[config.mk]
export PLATFORM = sky130hd
export DESIGN_NAME = acst_ctrl
export DESIGN_NICKNAME = d
export VERILOG_FILES = /design/src/acst_pkg.sv /design/src/acst_sar.sv /design/src/acst_ctrl.sv
export VERILOG_INCLUDE_DIRS = /design/src
export SDC_FILE = /design/constraint.sdc
export NUM_CORES = 1
export LEC_CHECK = 0
export ABC_AREA = 1
export BUFFER_PORTS_ARGS = -buffer_cell sky130_fd_sc_hd__buf_2
export CORE_MARGIN = 2
export CORE_UTILIZATION = 24
export DETAILED_ROUTE_END_ITERATION = 7
export PLACE_DENSITY = 0.47
export REMOVE_ABC_BUFFERS = 1
export SLEW_MARGIN = 5
export SYNTH_ARGS = -nofsm -noshare
export SYNTH_HDL_FRONTEND = slang
export SYNTH_HIERARCHICAL = 1
export SYNTH_SLANG_ARGS = --single-unit
export TNS_END_PERCENT = 50
[constraint.sdc]
create_clock -name ref_clk_in -period 3.55 [get_ports ref_clk_in]
set_input_delay 0.1775 -clock ref_clk_in [delete_from_list [all_inputs] [get_ports ref_clk_in]]
set_output_delay 0.1775 -clock ref_clk_in [all_outputs]
set_load 0.01 [all_outputs]
[src/acst_defines.svh]
// constants for the converter sleep and auto-trigger control block
// assumes one 125 MHz clock and a 32-bit AHB-Lite register bus
`ifndef ACST_DEFINES_SVH
`define ACST_DEFINES_SVH

// ----------------------------------------
// register map and fields
// ----------------------------------------
`define ACST_OFS_CTRL    8'h00
`define ACST_OFS_TRIG    8'h04
`define ACST_OFS_STATUS  8'h08
`define ACST_OFS_MASK    8'h0C
`define ACST_OFS_RESULT  8'h10
`define ACST_CTRL_PWR    0
`define ACST_CTRL_GO     1
`define ACST_CTRL_CLK    4:2
`define ACST_TRIG_SEL    4:0
`define ACST_STAT_DONE   0
`define ACST_STAT_BUSY   1
`define ACST_STAT_PWR    2
`define ACST_MASK_DONE   0

// ----------------------------------------
// conversion timing
// ----------------------------------------
`define ACST_RES_W       10
`define ACST_TAD_FIRST   4'h1
`define ACST_TAD_MSB     4'hA
`define ACST_TAD_LAST    4'hB
`define ACST_TAD_TWO     4'h2
`define ACST_INSN_CLKS   3'h4
`define ACST_CLK_RC_LO   2'h3
`define ACST_DIV_2       6'h01
`define ACST_DIV_4       6'h03
`define ACST_DIV_8       6'h07
`define ACST_DIV_16      6'h0F
`define ACST_DIV_32      6'h1F
`define ACST_DIV_64      6'h3F
`define ACST_DIV_RC      6'h1F
`define ACST_NUM_TRIG    17
`define ACST_HSIZE_WORD  3'h2
`define ACST_RESP_OKAY   1'b0

`endif

[src/acst_pkg.sv]
// types shared by the converter control and its approximation engine
// assumes acst_defines.svh is on the include path
`default_nettype none
`include "acst_defines.svh"
package acst_pkg;
  typedef enum logic {acst_sar_idle, acst_sar_conv} acst_phase_t;

  typedef struct packed {
    acst_phase_t             phase;
    logic [3:0]              conversion_clock_period;
    logic [`ACST_RES_W-1:0]  trial;
    logic [`ACST_RES_W-1:0]  hold;
    logic [`ACST_RES_W-1:0]  result;
    logic                    done;
  } acst_sar_st_t;

  typedef struct packed {
    logic        power_on;
    logic        go;
    logic        pend;
    logic [2:0]  dly;
    logic [2:0]  clk_sel;
    logic [4:0]  trig_sel;
    logic        irq_en;
    logic        done_flag;
    logic        sleep_off;
    logic [5:0]  pre;
    logic        trig_prev;
    logic        ap_wr;
    logic        ap_rd;
    logic [7:0]  ap_addr;
    logic [31:0] hrdata;
    logic        hready;
    logic        irq;
    logic        wake;
    logic        analog_on;
  } acst_ctl_st_t;
endpackage
`default_nettype wire

[src/acst_sar.sv]
// successive approximation engine with sample and hold
// assumes tick_in pulses once per conversion clock period
`default_nettype none
`include "acst_defines.svh"
module acst_sar (
  // clock and reset
  input  wire logic                   ref_clk_in,
  input  wire logic                   sys_rst_in,
  // control
  input  wire logic                   tick_in,
  input  wire logic                   start_in,
  input  wire logic                   term_in,
  input  wire logic                   kill_in,
  input  wire logic                   track_in,
  input  wire logic [`ACST_RES_W-1:0] sample_in,
  // results
  output logic                        busy_out,
  output logic                        done_out,
  output logic [`ACST_RES_W-1:0]      result_out
);
  acst_pkg::acst_sar_st_t st;
  acst_pkg::acst_sar_st_t next_st;
  logic [3:0]             bit_idx;
  logic [`ACST_RES_W-1:0] cand;

  // partial result: bits not yet converted copy the last converted bit
  function automatic logic [`ACST_RES_W-1:0] fill(input logic [`ACST_RES_W-1:0] t,
                                                  input logic [3:0] conversion_clock_period);
    logic [`ACST_RES_W-1:0] r;
    logic [3:0]             last;
    r    = '0;
    last = `ACST_TAD_LAST - conversion_clock_period;
    if (conversion_clock_period >= `ACST_TAD_TWO)
    begin
      for (int i = 0; i < `ACST_RES_W; i++)
        r[i] = (4'(i) < last) ? t[last] : t[i];
    end
    return r;
  endfunction

  // ----------------------------------------
  // next state
  // ----------------------------------------
  always_comb
  begin
    next_st      = st;
    next_st.done = 1'b0;
    bit_idx      = `ACST_TAD_MSB - st.conversion_clock_period;
    cand         = st.trial;
    if (st.conversion_clock_period >= `ACST_TAD_FIRST && st.conversion_clock_period <= `ACST_TAD_MSB)
      cand[bit_idx] = 1'b1;
    // hold follows the input only while acquiring, cleared only by reset
    if (track_in && st.phase == acst_pkg::acst_sar_idle)
      next_st.hold = sample_in;
    case (st.phase)
      acst_pkg::acst_sar_idle:
        if (start_in)
        begin
          next_st.phase = acst_pkg::acst_sar_conv;
          next_st.conversion_clock_period   = '0;
          next_st.trial = '0;
        end
      acst_pkg::acst_sar_conv:
        if (kill_in)
          next_st.phase = acst_pkg::acst_sar_idle;
        else if (term_in)
        begin
          next_st.phase  = acst_pkg::acst_sar_idle;
          next_st.result = fill(st.trial, st.conversion_clock_period);
        end
        else if (tick_in)
        begin
          next_st.conversion_clock_period = st.conversion_clock_period + `ACST_TAD_FIRST;
          if (st.conversion_clock_period >= `ACST_TAD_FIRST && st.conversion_clock_period <= `ACST_TAD_MSB && cand <= st.hold)
            next_st.trial = cand;
          if (st.conversion_clock_period == `ACST_TAD_LAST)
          begin
            next_st.phase  = acst_pkg::acst_sar_idle;
            next_st.result = st.trial;
            next_st.done   = 1'b1;
          end
        end
      default:
        next_st.phase = acst_pkg::acst_sar_idle;
    endcase
  end

  // state register
  always_ff @(posedge ref_clk_in)
  begin
    if (sys_rst_in)
      st <= '0;
    else
      st <= next_st;
  end

  assign busy_out   = (st.phase == acst_pkg::acst_sar_conv);
  assign done_out   = st.done;
  assign result_out = st.result;
endmodule // acst_sar
`default_nettype wire

[src/acst_ctrl.sv]
// converter control: sleep handling, auto-trigger, registers, interrupt
// assumes an AHB-Lite master on one clock and synchronous trigger inputs
//
// Decided for this implementation: the placing of the registers and register access over AHB-Lite.
`default_nettype none
`include "acst_defines.svh"
module acst_ctrl (
  // clock and reset
  input  wire logic                      ref_clk_in,
  input  wire logic                      sys_rst_in,
  // ahb-lite slave
  input  wire logic                      hsel_in,
  input  wire logic [31:0]               haddr_in,
  input  wire logic [1:0]                htrans_in,
  input  wire logic                      hwrite_in,
  input  wire logic [2:0]                hsize_in,
  input  wire logic                      hready_in,
  input  wire logic [31:0]               hwdata_in,
  output logic      [31:0]               hrdata_out,
  output logic                           hreadyout_out,
  output logic                           hresp_out,
  // device state and trigger sources
  input  wire logic                      sleep_in,
  input  wire logic [`ACST_NUM_TRIG-1:0] trig_src_in,
  input  wire logic [`ACST_RES_W-1:0]    sample_in,
  // interrupt, wake and analog power
  output logic                           irq_out,
  output logic                           wake_out,
  output logic                           analog_on_out
);
  acst_pkg::acst_ctl_st_t st;
  acst_pkg::acst_ctl_st_t next_st;
  logic                   trig_lvl;
  logic                   trig_edge;
  logic                   trig_fire;
  logic                   powered;
  logic                   rc_sel;
  logic                   wr_ctrl;
  logic                   clr_done;
  logic                   go_sw_set;
  logic                   go_sw_clr;
  logic                   go_req;
  logic                   kill;
  logic                   sar_start;
  logic                   sar_term;
  logic                   tick;
  logic                   sar_busy;
  logic                   sar_done;
  logic [`ACST_RES_W-1:0] sar_result;

  // ----------------------------------------
  // helpers
  // ----------------------------------------
  // rc clock is any select with the two low bits set
  function automatic logic is_rc(input logic [2:0] sel);
    return sel[1:0] == `ACST_CLK_RC_LO;
  endfunction

  // terminal count of the conversion clock prescaler
  function automatic logic [5:0] div_of(input logic [2:0] sel);
    logic [5:0] d;
    d = `ACST_DIV_RC;
    case (sel)
      3'h0:    d = `ACST_DIV_2;
      3'h4:    d = `ACST_DIV_4;
      3'h1:    d = `ACST_DIV_8;
      3'h5:    d = `ACST_DIV_16;
      3'h2:    d = `ACST_DIV_32;
      3'h6:    d = `ACST_DIV_64;
      default: d = `ACST_DIV_RC;
    endcase
    return d;
  endfunction

  // select 0 means no source, 1 to 17 pick a source
  function automatic logic trig_pick(input logic [4:0] sel,
                                     input logic [`ACST_NUM_TRIG-1:0] src);
    logic v;
    v = 1'b0;
    for (int i = 0; i < `ACST_NUM_TRIG; i++)
      if (sel == 5'(i + 1))
        v = src[i];
    return v;
  endfunction

  // ----------------------------------------
  // approximation engine
  // ----------------------------------------
  acst_sar u_sar (
    .ref_clk_in (ref_clk_in),
    .sys_rst_in (sys_rst_in),
    .tick_in    (tick),
    .start_in   (sar_start),
    .term_in    (sar_term),
    .kill_in    (kill),
    .track_in   (powered && !st.pend),
    .sample_in  (sample_in),
    .busy_out   (sar_busy),
    .done_out   (sar_done),
    .result_out (sar_result)
  );

  // ----------------------------------------
  // event decode
  // ----------------------------------------
  always_comb
  begin
    rc_sel    = is_rc(st.clk_sel);
    powered   = st.power_on && !st.sleep_off;
    trig_lvl  = trig_pick(st.trig_sel, trig_src_in);
    trig_edge = trig_lvl && !st.trig_prev;
    // no trigger in sleep, none while a conversion is pending or running
    trig_fire = trig_edge && !sleep_in && !st.go && powered;
    wr_ctrl   = st.ap_wr && st.ap_addr == `ACST_OFS_CTRL;
    clr_done  = st.ap_wr && st.ap_addr == `ACST_OFS_STATUS && hwdata_in[`ACST_STAT_DONE];
    go_sw_set = wr_ctrl && hwdata_in[`ACST_CTRL_GO] && !st.go && powered;
    go_sw_clr = wr_ctrl && !hwdata_in[`ACST_CTRL_GO] && st.go;
    go_req    = go_sw_set || trig_fire;
    // non-rc clock cannot run in sleep; power off ends everything
    kill      = (sleep_in && !rc_sel) || !st.power_on;
    sar_start = st.pend && st.dly == '0 && !kill && !go_sw_clr;
    sar_term  = go_sw_clr && sar_busy;
    tick      = sar_busy && st.pre == div_of(st.clk_sel);
  end

  // ----------------------------------------
  // next state
  // ----------------------------------------
  always_comb
  begin
    next_st           = st;
    next_st.trig_prev = trig_lvl;
    next_st.ap_wr     = 1'b0;
    next_st.ap_rd     = 1'b0;
    // go flag and start delay
    if (go_req)
    begin
      next_st.go   = 1'b1;
      next_st.pend = 1'b1;
      next_st.dly  = rc_sel ? `ACST_INSN_CLKS : 3'h0;
    end
    else if (st.pend && st.dly != '0)
      next_st.dly = st.dly - 3'h1;
    if (sar_start)
      next_st.pend = 1'b0;
    if (sar_done)
      next_st.go = 1'b0;
    if (go_sw_clr || kill)
    begin
      next_st.go   = 1'b0;
      next_st.pend = 1'b0;
    end
    // conversion clock prescaler
    if (sar_start || tick)
      next_st.pre = '0;
    else if (sar_busy)
      next_st.pre = st.pre + 6'h01;
    // analog power-down in sleep, power bit untouched
    if (!sleep_in)
      next_st.sleep_off = 1'b0;
    else if (!rc_sel)
      next_st.sleep_off = 1'b1;
    else if (sar_done && !st.irq_en)
      next_st.sleep_off = 1'b1;
    next_st.wake = sar_done && sleep_in && st.irq_en;
    // sticky done flag, a new completion beats the clear
    next_st.done_flag = sar_done || (st.done_flag && !clr_done);
    // register writes in the data phase
    if (wr_ctrl)
    begin
      next_st.power_on = hwdata_in[`ACST_CTRL_PWR];
      next_st.clk_sel  = hwdata_in[`ACST_CTRL_CLK];
    end
    else if (st.ap_wr && st.ap_addr == `ACST_OFS_TRIG)
      next_st.trig_sel = hwdata_in[`ACST_TRIG_SEL];
    else if (st.ap_wr && st.ap_addr == `ACST_OFS_MASK)
      next_st.irq_en = hwdata_in[`ACST_MASK_DONE];
    // address phase capture, reads get one wait state
    if (hsel_in && htrans_in[1] && hready_in && hsize_in == `ACST_HSIZE_WORD)
    begin
      next_st.ap_wr   = hwrite_in;
      next_st.ap_rd   = !hwrite_in;
      next_st.ap_addr = haddr_in[7:0];
      next_st.hready  = hwrite_in;
    end
    // read data phase
    if (st.ap_rd)
    begin
      next_st.hready = 1'b1;
      next_st.hrdata = '0;
      if (st.ap_addr == `ACST_OFS_CTRL)
      begin
        next_st.hrdata[`ACST_CTRL_PWR] = st.power_on;
        next_st.hrdata[`ACST_CTRL_GO]  = st.go;
        next_st.hrdata[`ACST_CTRL_CLK] = st.clk_sel;
      end
      else if (st.ap_addr == `ACST_OFS_TRIG)
        next_st.hrdata[`ACST_TRIG_SEL] = st.trig_sel;
      else if (st.ap_addr == `ACST_OFS_STATUS)
      begin
        next_st.hrdata[`ACST_STAT_DONE] = st.done_flag;
        next_st.hrdata[`ACST_STAT_BUSY] = sar_busy;
        next_st.hrdata[`ACST_STAT_PWR]  = powered;
      end
      else if (st.ap_addr == `ACST_OFS_MASK)
        next_st.hrdata[`ACST_MASK_DONE] = st.irq_en;
      else if (st.ap_addr == `ACST_OFS_RESULT)
        next_st.hrdata[`ACST_RES_W-1:0] = sar_result;
    end
    // registered outputs
    next_st.irq       = next_st.done_flag && next_st.irq_en;
    next_st.analog_on = next_st.power_on && !next_st.sleep_off;
  end

  // state register
  always_ff @(posedge ref_clk_in)
  begin
    if (sys_rst_in)
    begin
      st        <= '0;
      st.hready <= 1'b1;
    end
    else
      st <= next_st;
  end

  // ----------------------------------------
  // outputs
  // ----------------------------------------
  assign hrdata_out    = st.hrdata;
  assign hreadyout_out = st.hready;
  assign hresp_out     = `ACST_RESP_OKAY;
  assign irq_out       = st.irq;
  assign wake_out      = st.wake;
  assign analog_on_out = st.analog_on;
endmodule // acst_ctrl
`default_nettype wire

# Yosys cells after proc, flatten, opt, wreduce, memory -nomap -nowiden
# Cells that the tools add are included.
# word_totals
regBits	84
output_inout_bits	37
elab_cells	224
# op_classes
addsub	5
n_lt_le_gt_ge	17
n_eq_ne	34
mux	65
n_bitwise	6
reduce_logical	72
# op_table
operator	n
$mux W10	5
$eq A5 B4 Y1 const B	8
$mux W1	40
$logic_and A1 B1 Y1	36
$mux W15	2
$pmux W15 S2	1
$pmux W6 S5	1
$mux W14	2
$mux W11	2
$eq A5 B3 Y1 const B	4
$mux W5	4
$eq A8 B4 Y1 const B	2
$lt A3 B4 Y1 const A	4
$logic_not A1 Y1	14
$mux W3	4
$eq A5 B2 Y1 const B	2
$eq A5 B5 Y1 const B	2
$le A10 B10 Y1	1
$lt A4 B5 Y1 const B	2
$ne A2 B2 Y1 const B	5
$or A10 B10 Y10	1
$eq A3 B3 Y1 const B	3
$mux W9	1
$eq A8 B3 Y1 const B	1
other kinds (32)	52

# Depth between registers and ports, before layout
# Gate-level depths: netlist (run 1).
# logic_depth
word_depth	24
ltp_mapped	26

# Modules after synthesis
# The synthesis (run 1) kept the hierarchy.
# modules_own_cells
mod	instances	cells_per_inst	area_each_um2	seq_area_each_um2
acst_ctrl	1	372	2657.5	960.9
acst_sar	1	358	2393.5	720.7

# Worst setup path after synthesis (run 1)
# No wires, ideal clock.
# synth_path
path_type	register to register
start	register u_sar/st[32] in the netlist's numbering
end	register u_sar/st[23] in the netlist's numbering
setup_time_ns	0.128
t_arrival_ns	2.635
setup_slack_ns	0.788
path_stages_with_launch	24
path_buffers	2
cell_sequence	dfxtp_1 > buf_4 > inv_1 > ha_1 > nand3b_1 > nand2_1 > inv_2 > nand2_1 > nor2_1 > nor2_1 > inv_1 > ha_1 > nand2_1 > nor2_1 > nand3_1 > nand3_1 > nand2_1 > nand2_2 > nand2_4 > nand2_4 > buf_6 > nand2_1 > nand2_1 > nor2_1
# synth_between
elab_chain_len	12
word_cells_on_any_way	20
# synth_lines
item	line_no	rtl
from (decl)	acst_sar.sv:21	acst_pkg::acst_sar_st_t st;
from (signal assigned)	acst_sar.sv:94	st <= next_st;
branches (longest 12 deep; another with $le A10 B10 Y1)	n/a	
# Several ways; the timed one is not identified. The select of a mux whose other input is x is not followed.
# A chain may end at the register's enable or synchronous reset.

# Worst setup path after layout (run 1)
# layout_path
start	register u_sar/st[31] in the netlist's numbering
end	register u_sar/st[23] in the netlist's numbering
# The elaborated chain is that of the path after synthesis.

==> impl_metrics.csv, run 1 <==
group,metric,value,unit
sta,period_share,86.8,%
logic_synthesis,synth_adder_area_share,5.95,%
logic_synthesis,async_flop_share,0,%
worst_setup_path,critPathLaunchType,"flip-flop",
job,maxCapViolations,0,
layout,design_area,5750,µm²
place,pre_cts_ws,0.395,ns
floorplan,die_y,149,µm
layout,final_cell_mix,"119 x nand2_1, 92 x inv_1, 84 x dfxtp_1",
logic_synthesis,ys.flop_type,"dfxtp_1",
power_and_ir_drop,total_leakage_power,2.48,nW
sta,drv_slew,0,
sta,fin_skew,0.0119,ns
clock_network,h-tree-depth,3,
logic_synthesis,muxShareOfSynthArea,0.396,%
layout,post-route-util,27.6,%
logic_synthesis,synth_compound_area_share,16.3,%
sta,finalSetupViolCount,0,
logic_synthesis,synth_xor_area_share,1.73,%
worst_setup_path,worst_ep_arrival_time,3.30,ns
global_route,grt_max_degree,31,
clock_network,cts_tree,"built",
worst_setup_path,worstPathRequired,3.77,ns
routing,drc,0,
clock_network,numCtsBuffers,9,
sta,setup_ws,0.470,ns
clock_network,cts_sinks,84,
global_route,grt_use_total,12.1,%
floorplan,io_pins,139,
layout,drive_gt1_share,15.9,%
floorplan,start_util,24.3,%
worst_setup_path,cp-end-kind,"flip-flop",
sta,timing.fmax,0.325,GHz
logic_synthesis,synth_edf_count,0,
floorplan,rows,53,
sta,hold_ws,0.0888,ns
global_route,grt_pass1_vias,4203,
logic_synthesis,synth.distinct_cells,43,
status,status,"finished clean",
routing,drtIter0Drc,223,
logic_synthesis,synth_seq_cells,84,
layout,diodes,0,
logic_synthesis,postSynthCellCount,730,
floorplan,die-area,22200,µm²
routing,ant_nets,0,
power_and_ir_drop,ir_drop,214,µV
routing,routedWlPerCell,12.3,µm
sta,min_period,3.08,ns
place,dp_hpwl,9900,µm
global_route,antenna_found_initial,0,
clock_network,worst_skew_pair.late_latency,0.35,ns
floorplan,fp.coreArea,20800,µm²
routing,drt_pass1_iterations,4,
global_route,overflow,0,
layout,layout_commonest_cell,"nand2_1",
logic_synthesis,synth-simple-area-share,26.5,%
clock_network,clkTransAtPathRegs,0.07,ns
logic_synthesis,synth-seq-area-share,33.3,%
clock_network,cts_root_buf,"clkbuf_16",
logic_synthesis,syn_avg_cell_area,6.92,µm²
logic_synthesis,synth_top_family_by_area,"simple AND/OR/NAND/NOR gates",
place,io_buffers,63,
layout,syn_to_final_growth,13.8,%
routing,num_vias,4513,
clock_network,post_cts.repair.setup_buffers,0,
power_and_ir_drop,p_per_area,336,nW/µm²
logic_synthesis,synth_warnings,6,
floorplan,die_x,149,µm
place,postPlaceCellArea,5460,µm²
min_path,timing.hold.worst.class,"primary input to flip-flop",
sta,worstMarginPinSlew,0.648,ns
sta,slew_headroom,56.7,%
global_route,grt_pass1_wl,21400,µm
routing,vias_per_cell,4.27,
place,place_congestion,0.833,
clock_network,clockBufferDepth,2,
worst_setup_path,crit_type,"flip-flop to flip-flop",
layout,fill_cells,2382,
layout,finalNetCount,904,
routing,routed_wirelength,13000,µm
sta,rsz0062_at_grt,"false",
sta,hold_viol,0,
worst_setup_path,crit_path_max_fanout,14,
sta,finalSetupTns,0,ns
logic_synthesis,syn-cell-area,5050,µm²
[Yosys cell counts, types with 2 or more instances]
master    count  area [µm²]
nor2_2        2        12.5
buf_4        45         338
clkbuf_1     10        37.5
a211oi_1      4        30.0
o31ai_1       2        15.0
a21oi_1      72         360
nand2_1     119         447
o211ai_1      6        45.0
nor2_4        5        56.3
clkinv_1      4        15.0
inv_2        10        37.5
mux2i_1       2        20.0
nand4_2       2        25.0
dfxtp_1      84        1680
nand2_2       5        31.3
nor4_1        5        31.3
o21ai_2       2        17.5
nand2_4       3        33.8
nand4_1       7        43.8
inv_1        92         345
nand3_1      50         250
nor2_1       76         285
o21ai_0      55         275
nor3_1       10        50.1
xor2_1        9        78.8
a31oi_1       4        25.0
o21ai_1       3        15.0
nor3_2        3        30.0
ha_1         24         300
o221ai_1      2        17.5
[metrics by stage]
step	total power, mW	std cells
after CTS	1.96	1057
after global routing	2.01	1057
after floorplan	1.01	694
final	1.93	1057
after global placement	1.05	1041
after detailed placement	1.06	1041
[cells by family (layout without fill, tap and decap cells)]
family / Yosys count / after routing
adder cells (fa/ha/maj): 24 / 24
AO/OA/AOI/OAI: 153 / 153
AND/OR/NAND/NOR: 292 / 292
multiplexers: 2 / 2
buffers and inverters: 164 / 194
XOR/XNOR: 10 / 10
flip-flops: 84 / 84
other: 1 / 23
[registers in the layout, summed over array words and instances (netlist names)]
register and cells:
irq_out 1, u_sar/result_out 10, u_sar/st 24, st 34
hrdata_out 10, u_sar/done_out 1, hreadyout_out 1, wake_out 1
analog_on_out 1, u_sar/busy_out 1
[final timing paths]
| check | slack [ns] | startpoint | depth (start not counted) | endpoint |
|---|---|---|---|---|
| hold reg to reg | 0.45 | hrdata_out[3]$_SDFFE_PP0P_ | 2 | hrdata_out[3]$_SDFFE_PP0P_ |
| setup / recovery | 0.47 | u_sar/st[31]$_SDFFE_PP0P_ | 22 | u_sar/st[23]$_SDFFE_PP0P_ |
| hold / removal | 0.09 | haddr_in[1] | 3 | st[37]$_SDFFE_PP0P_ |
| setup reg to reg | 0.47 | u_sar/st[31]$_SDFFE_PP0P_ | 22 | u_sar/st[23]$_SDFFE_PP0P_ |
[routing by layer]
metal	GRT usage (%)	vias to the layer above	part of all wire [%]
met4	2.57	0	0.80
met1	16.8	1980	52
met2	19.1	114	42
met5	0	-	0
met3	3.15	8	5.5
li1	-	2411	-
[critical path: stages, from the launching register on]
cell and delay, ns:
dfxtp_1 0.48, ha_2 0.35, inv_2 0.06, o21ai_2 0.11, nand2_1 0.12, nand2_1 0.10, inv_2 0.04, nand2_1 0.10
nor2_1 0.05, nor2_1 0.17, inv_1 0.07, ha_1 0.29, nand2_1 0.06, nor2_1 0.18, nand3_1 0.09, nand3_1 0.09
nand2_1 0.08, nand2_2 0.09, nand2_4 0.09, nand2_4 0.16, nand2_1 0.07, nand2_1 0.07, nor2_1 0.04
[area by class of cell]
type	instances	area [µm²]	area share, %
flip-flops and latches	84	1680	29.2
clock buffers	9	225	3.92
multi-input cells	504	2660	46.3
well taps	275	344	5.98
repair buffers	73	393	6.83
clock inverters	6	47.5	0.827
inverters	106	398	6.92
[where the power goes]
| part | internal, mW | switching, mW | leakage [nW] |
|---|---|---|---|
| Clock | 0.478 | 0.418 | 0.133 |
| Combinational | 0.0312 | 0.0561 | 1.67 |
| Sequential | 0.945 | 0.00155 | 0.677 |
| Total | 1.45 | 0.476 | 2.48 |
[repair_timing]
action / in CTS / in global routing
hold buffers: 1 / 0
setup endpoints to repair: 0 / 3
endpoints found under the hold margin: 1 / 0
resized for setup: 0 / 1
No activity file was read; power rests on OpenSTA's default activity.
==> run 2, diff against run 1 <==
--- a/config.mk
+++ b/config.mk
@@ -16,6 +16,5 @@
 export SLEW_MARGIN = 5
 export SYNTH_ARGS = -nofsm -noshare
 export SYNTH_HDL_FRONTEND = slang
-export SYNTH_HIERARCHICAL = 1
 export SYNTH_SLANG_ARGS = --single-unit
 export TNS_END_PERCENT = 50
==> run 2 against run 1 <==
Compared with the run above: wire length down 4.7%; non-clock buffer count is 4 higher; register-to-register slack lost 0.07 ns.
==> impl_metrics.csv, run 2 <==
group,metric,value,unit
worst_setup_path,cp-end-kind,"flip-flop",
logic_synthesis,synth_top_family_by_area,"compound AO/OA/AOI/OAI gates",
routing,drtIter0Drc,196,
layout,drive_gt1_share,18.2,%
sta,fin_skew,0.00845,ns
sta,drv_slew,0,
job,maxCapViolations,0,
floorplan,io_pins,139,
logic_synthesis,synth_compound_area_share,23.7,%
global_route,met2_usage,17.9,%
place,dp_hpwl,9270,µm
power_and_ir_drop,power,2.01,mW
logic_synthesis,synth_edf_count,0,
routing,vias_per_cell,4.37,
layout,finalNetCount,842,
min_path,timing.hold.worst.class,"primary input to flip-flop",
clock_network,cts_tree,"built",
logic_synthesis,synth_top_area_share,34.7,%
layout,post-route-util,28.8,%
worst_setup_path,crit_path_max_fanout,20,
worst_setup_path,worstPathRequired,3.81,ns
sta,finalSetupViolCount,0,
logic_synthesis,ys.flop_type,"dfxtp_1",
layout,diodes,0,
logic_synthesis,syn_avg_cell_area,7.37,µm²
layout,regMostFlops,"st",
logic_synthesis,synth-simple-area-share,19.4,%
layout,design_area,5660,µm²
sta,slew_headroom,30.1,%
global_route,antenna_found_initial,0,
clock_network,ctsHoldBuffers,0,
logic_synthesis,yosysTopAreaCell,"dfxtp_1",
clock_network,numCtsBuffers,9,
sta,timing.fmax,0.317,GHz
logic_synthesis,synth-seq-area-share,34.7,%
worst_setup_path,worst_ep_arrival_time,3.41,ns
sta,rsz0062_at_grt,"false",
routing,routedWlPerCell,12.5,µm
power_and_ir_drop,ir_drop,213,µV
clock_network,cts_sinks,84,
layout,final_cell_mix,"91 x nand2_1, 88 x inv_1, 83 x dfxtp_1",
logic_synthesis,synth.distinct_cells,40,
routing,drt_pass1_iterations,4,
power_and_ir_drop,p_per_area,354,nW/µm²
clock_network,cts_root_buf,"clkbuf_16",
sta,finalSetupTns,0,ns
layout,layout_commonest_cell,"nand2_1",
logic_synthesis,yosysMostFrequentCell,"nand2_1",
clock_network,post_cts_resize_count,0,
clock_network,clkTransAtPathRegs,0.06,ns
place,io_buffers,63,
logic_synthesis,synth_common_cells,"91 x nand2_1, 88 x inv_1, 84 x dfxtp_1",
floorplan,die_y,146,µm
sta,hold_viol,0,
worst_setup_path,cp_slowest_cell,"dfxtp_1",
global_route,grt_max_degree,38,
global_route,grt.busiest_layer,"met2",
sta,worstMarginPinSlew,1.04,ns
floorplan,die-area,21400,µm²
routing,num_vias,4304,
logic_synthesis,synth_seq_cells,84,
worst_setup_path,cp_cell_sequence,"buf_4, nand2_1, nand2_1, xor2_1, or2_2, o21ai_0, buf_4, ha_1, nand4_1, nor3_1, o21ai_0, o2111ai_1, nand2_1, nand2_1, nand2_1, nand2_1, buf_12, a21oi_1, a211oi_2",
logic_synthesis,synth_adder_area_share,5.68,%
clock_network,clockBufferDepth,2,
logic_synthesis,synth_area_leaders,"dfxtp_1 35%, a21oi_1 7.6%, nand2_1 7.0%",
global_route,grt_use_met1,16.6,%
routing,ant_nets,0,
floorplan,start_util,24.7,%
place,place_congestion,0.810,
layout,syn_to_final_growth,16.8,%
worst_setup_path,crit_type,"flip-flop to flip-flop",
logic_synthesis,postSynthCellCount,658,
clock_network,h-tree-depth,3,
logic_synthesis,syn-cell-area,4850,µm²
global_route,overflow,0,
global_route,grt_use_total,11.9,%
layout,largest_reg_flops,34,
global_route,globalRouteMet3Util,2.84,%
routing,drc,0,
sta,min_period,3.15,ns
power_and_ir_drop,total_leakage_power,2.35,nW
sta,period_share,88.8,%
worst_setup_path,slowest_delay,0.37,ns
status,status,"finished clean",
logic_synthesis,synth_warnings,0,
logic_synthesis,async_flop_share,0,%
clock_network,worst_skew_pair.late_latency,0.35,ns
logic_synthesis,synth_xor_area_share,1.81,%
layout,reg_top3,"st x34, u_sar.st x24",
layout,fill_cells,2215,
worst_setup_path,critPathLaunchType,"flip-flop",
worst_setup_path,crit_top_cell,"nand2_1",
global_route,grt_pass1_wl,20800,µm
clock_network,post_cts.repair.setup_buffers,0,
floorplan,die_x,146,µm
logic_synthesis,muxShareOfSynthArea,0.206,%
global_route,grt_pass1_vias,4116,
floorplan,rows,51,
place,postPlaceCellArea,5360,µm²
routing,routed_wirelength,12300,µm
floorplan,fp.coreArea,19700,µm²
-- run 2: cell type report --
class | count | area (µm²) | share of cell area, %
clock buffer | 11 | 253 | 4.46
tap | 265 | 332 | 5.85
clock inverter | 3 | 47.5 | 0.839
multi-input combinational | 448 | 2550 | 45.0
inverter | 98 | 368 | 6.49
timing repair buffer | 77 | 433 | 7.64
sequential | 84 | 1680 | 29.7
-- run 2: critical path, delay by kind of cell, from the launching register on --
kind            cells  cell delay, ns
compound gates      5            0.56
xor+xnor            1            0.33
fa+ha+maj           1            0.27
buf+inv             3            0.50
flops               1            0.37
simple gates        9            1.03
-- run 2: metrics by stage --
step           setup WS (ns)  std cells  hold slack, ns
3_5_place_dp           0.200        972           0.385
6_report               0.396        986          0.0342
5_1_grt               0.0152        986          0.0286
4_1_cts                0.172        986          0.0130
3_3_place_gp           0.201        972           0.391
2_1_floorplan          0.444        630           0.244
-- run 2: kinds of logic (layout without fill, tap and decap cells) --
kind of cell,after synthesis,after routing
flops,84,84
simple gates,207,207
other cells,1,23
xor+xnor,10,10
compound gates,185,185
mux,1,1
buf+inv,148,189
fa+ha+maj,22,22
-- run 2: worst paths after layout --
kind,start,endpoint,slack [ns],depth (start not counted)
setup / recovery,u_sar.st[31]$_SDFFE_PP0P_,u_sar.st[22]$_SDFFE_PP0P_,0.40,19
hold / removal,hwrite_in,st[44]$_SDFF_PP0_,0.03,2
setup reg to reg,u_sar.st[31]$_SDFFE_PP0P_,u_sar.st[22]$_SDFFE_PP0P_,0.40,19
hold reg to reg,hrdata_out[2]$_SDFFE_PP0P_,hrdata_out[2]$_SDFFE_PP0P_,0.45,2
-- run 2: per-layer routing --
layer / part of all wire, % / wire [µm]
met1: 52 / 6390
met5: 0 / 0
met3: 5.0 / 614
met4: 1.9 / 240
met2: 41 / 5100
-- run 2: power by group --
part           total, mW  switching [mW]  internal (mW)
sequential         0.946         0.00160          0.945
combinational     0.0915          0.0589         0.0326
clock              0.969           0.391          0.578
total               2.01           0.452           1.56
==> run 3, diff against run 2 <==
--- a/config.mk
+++ b/config.mk
@@ -11,7 +11,7 @@
 export CORE_MARGIN = 2
 export CORE_UTILIZATION = 24
 export DETAILED_ROUTE_END_ITERATION = 7
-export PLACE_DENSITY = 0.47
+export PLACE_DENSITY_LB_ADDON = 0.12
 export REMOVE_ABC_BUFFERS = 1
 export SLEW_MARGIN = 5
 export SYNTH_ARGS = -nofsm -noshare
==> run 3 against run 2 <==
Compared with the run above: wire length up 3.6%; worst setup slack better by 0.013 ns; fmax up 0.40%; die area unchanged; count of clock-buffer cells in the layout down 2; flip-flop and latch count unchanged; register-to-register slack about the same.
==> impl_metrics.csv, run 3 (synthesis gave the netlist of run 2 again) <==
group,metric,value,unit
status,status,"finished clean",
global_route,grt_max_degree,38,
layout,design_area,5700,µm²
place,place_congestion,0.835,
place,dp_cells,976,
floorplan,start_util,24.7,%
layout,finalNetCount,846,
layout,syn_to_final_growth,17.6,%
global_route,grt_pass1_vias,4268,
layout,layout_commonest_cell,"nand2_1",
sta,drv_slew,0,
sta,finalSetupViolCount,0,
sta,fin_skew,0.00945,ns
sta,finalSetupTns,0,ns
sta,timing.fmax,0.318,GHz
job,maxCapViolations,0,
global_route,antenna_found_initial,0,
sta,setup_ws,0.409,ns
worst_setup_path,reg2reg_to,"u_sar.st[24]$_SDFFE_PP0P_",
routing,num_vias,4340,
worst_setup_path,reg2reg_setup_slack,0.41,ns
worst_setup_path,worst_ep_arrival_time,3.41,ns
worst_setup_path,crit_type,"flip-flop to flip-flop",
routing,routedWlPerCell,12.9,µm
worst_setup_path,r2r_start,"u_sar.st[32]$_SDFFE_PP0P_",
place,pre_cts_ws,0.201,ns
layout,final_cells,991,
worst_setup_path,critPathLaunchType,"flip-flop",
layout,diodes,0,
sta,period_share,88.5,%
clock_network,cts_tree,"built",
clock_network,numCtsBuffers,9,
clock_network,clockBufferDepth,2,
global_route,overflow,0,
power_and_ir_drop,ir_drop,237,µV
power_and_ir_drop,total_leakage_power,2.36,nW
floorplan,fp.coreArea,19700,µm²
routing,routed_wirelength,12800,µm
worst_setup_path,worstPathRequired,3.81,ns
place,dp_hpwl,9920,µm
power_and_ir_drop,p_per_area,352,nW/µm²
global_route,grt_use_total,12.4,%
global_route,grt_pass1_wl,21700,µm
worst_setup_path,cp-end-kind,"flip-flop",
floorplan,die-area,21400,µm²
layout,final_cell_mix,"91 x nand2_1, 87 x inv_1, 84 x dfxtp_1",
layout,post-route-util,29.0,%
layout,largest_reg_flops,34,
clock_network,cts_sinks,84,
min_path,timing.hold.worst.class,"primary input to flip-flop",
sta,min_period,3.14,ns
min_path,min_to,"st[44]$_SDFF_PP0_",
sta,worstMarginPinSlew,0.787,ns
sta,hold_viol,0,
sta,slew_headroom,47.0,%
place,io_buffers,63,
clock_network,cts_root_buf,"clkbuf_16",
clock_network,post_cts.repair.setup_buffers,0,
min_path,worstHoldStart,"hwrite_in",
routing,vias_per_cell,4.38,
worst_setup_path,crit_path_max_fanout,20,
clock_network,worst_skew_pair.late_latency,0.35,ns
routing,drt_pass1_iterations,5,
floorplan,rows,51,
routing,drtIter0Drc,146,
floorplan,die_y,146,µm
clock_network,h-tree-depth,3,
sta,rsz0062_at_grt,"false",
floorplan,die_x,146,µm
clock_network,clkTransAtPathRegs,0.07,ns
routing,drc,0,
worst_setup_path,reg2reg_depth,21,
layout,fill_cells,2201,
routing,ant_nets,0,
layout,reg_top3,"st x34, u_sar.st x24",
layout,regMostFlops,"st",
place,postPlaceCellArea,5390,µm²
floorplan,io_pins,139,
layout,drive_gt1_share,19.3,%
min_path,holdPathStages,2,
-- run 3: metrics by stage --
stage                     hold slack (ns)  power (mW)
after CTS                          0.0122        2.04
after floorplan                     0.244        1.01
final                              0.0272        2.01
after global routing              0.00676        2.10
after detailed placement            0.385        1.06
after global placement              0.384        1.06
-- run 3: final cells by class --
type	count	area (µm²)	area share, %
tap	265	332	5.82
sequential	84	1680	29.5
clock buffer	9	225	3.95
timing repair buffer	81	463	8.12
multi-input combinational	448	2560	44.9
clock inverter	6	73.8	1.29
inverter	98	368	6.45
-- run 3: repair_timing --
item,4_1_cts,5_1_grt
hold buffers,0,0
resized for setup,0,8
endpoints found under the setup margin,0,10
-- run 3: worst max-delay path: stages (launching register included) --
cell and delay [ns]:
dfxtp_1 0.35, buf_4 0.17, ha_1 0.20, o21ai_0 0.16, nand2_1 0.07, nand2_1 0.07, inv_1 0.09, nand2_1 0.15
o21ai_0 0.10, buf_4 0.15, ha_1 0.28, nand4_1 0.14, nor3_2 0.18, o21ai_0 0.13, o2111ai_1 0.11, nand2_1 0.09
nand2_1 0.07, nand2_1 0.04, nand2_1 0.12, buf_12 0.17, a21oi_1 0.06, a211oi_2 0.16
-- run 3: per-layer routing --
| layer | wire, µm | track usage (%) | vias up |
|---|---|---|---|
| met1 | 6200 | 15.8 | 1947 |
| met4 | 122 | 2.48 | 0 |
| li1 | - | - | 2270 |
| met3 | 732 | 3.81 | 11 |
| met5 | 0 | 0 | - |
| met2 | 5740 | 20.9 | 112 |
-- run 3: how the worst max path moves through the flow --
stage	startpoint	end	slack, ns	cells after the start
finish	u_sar.st[32]$_SDFFE_PP0P_	u_sar.st[24]$_SDFFE_PP0P_	0.41	21
global route	u_sar.st[33]$_SDFFE_PP0P_	u_sar.st[22]$_SDFFE_PP0P_	0.009	21
CTS	u_sar.st[32]$_SDFFE_PP0P_	u_sar.st[26]$_SDFFE_PP0P_	0.18	19
detailed placement	u_sar.st[32]$_SDFFE_PP0P_	u_sar.st[26]$_SDFFE_PP0P_	0.20	19
global placement	u_sar.st[33]$_SDFFE_PP0P_	u_sar.st[26]$_SDFFE_PP0P_	0.23	20
floorplan	u_sar.st[31]$_SDFFE_PP0P_	u_sar.st[21]$_SDFFE_PP0P_	0.44	18
-- run 3: report_power, final --
group          total, mW  switching (mW)  internal [mW]
registers          0.946         0.00162          0.945
clock network      0.970           0.420          0.550
logic             0.0924          0.0593         0.0330
total               2.01           0.481           1.53
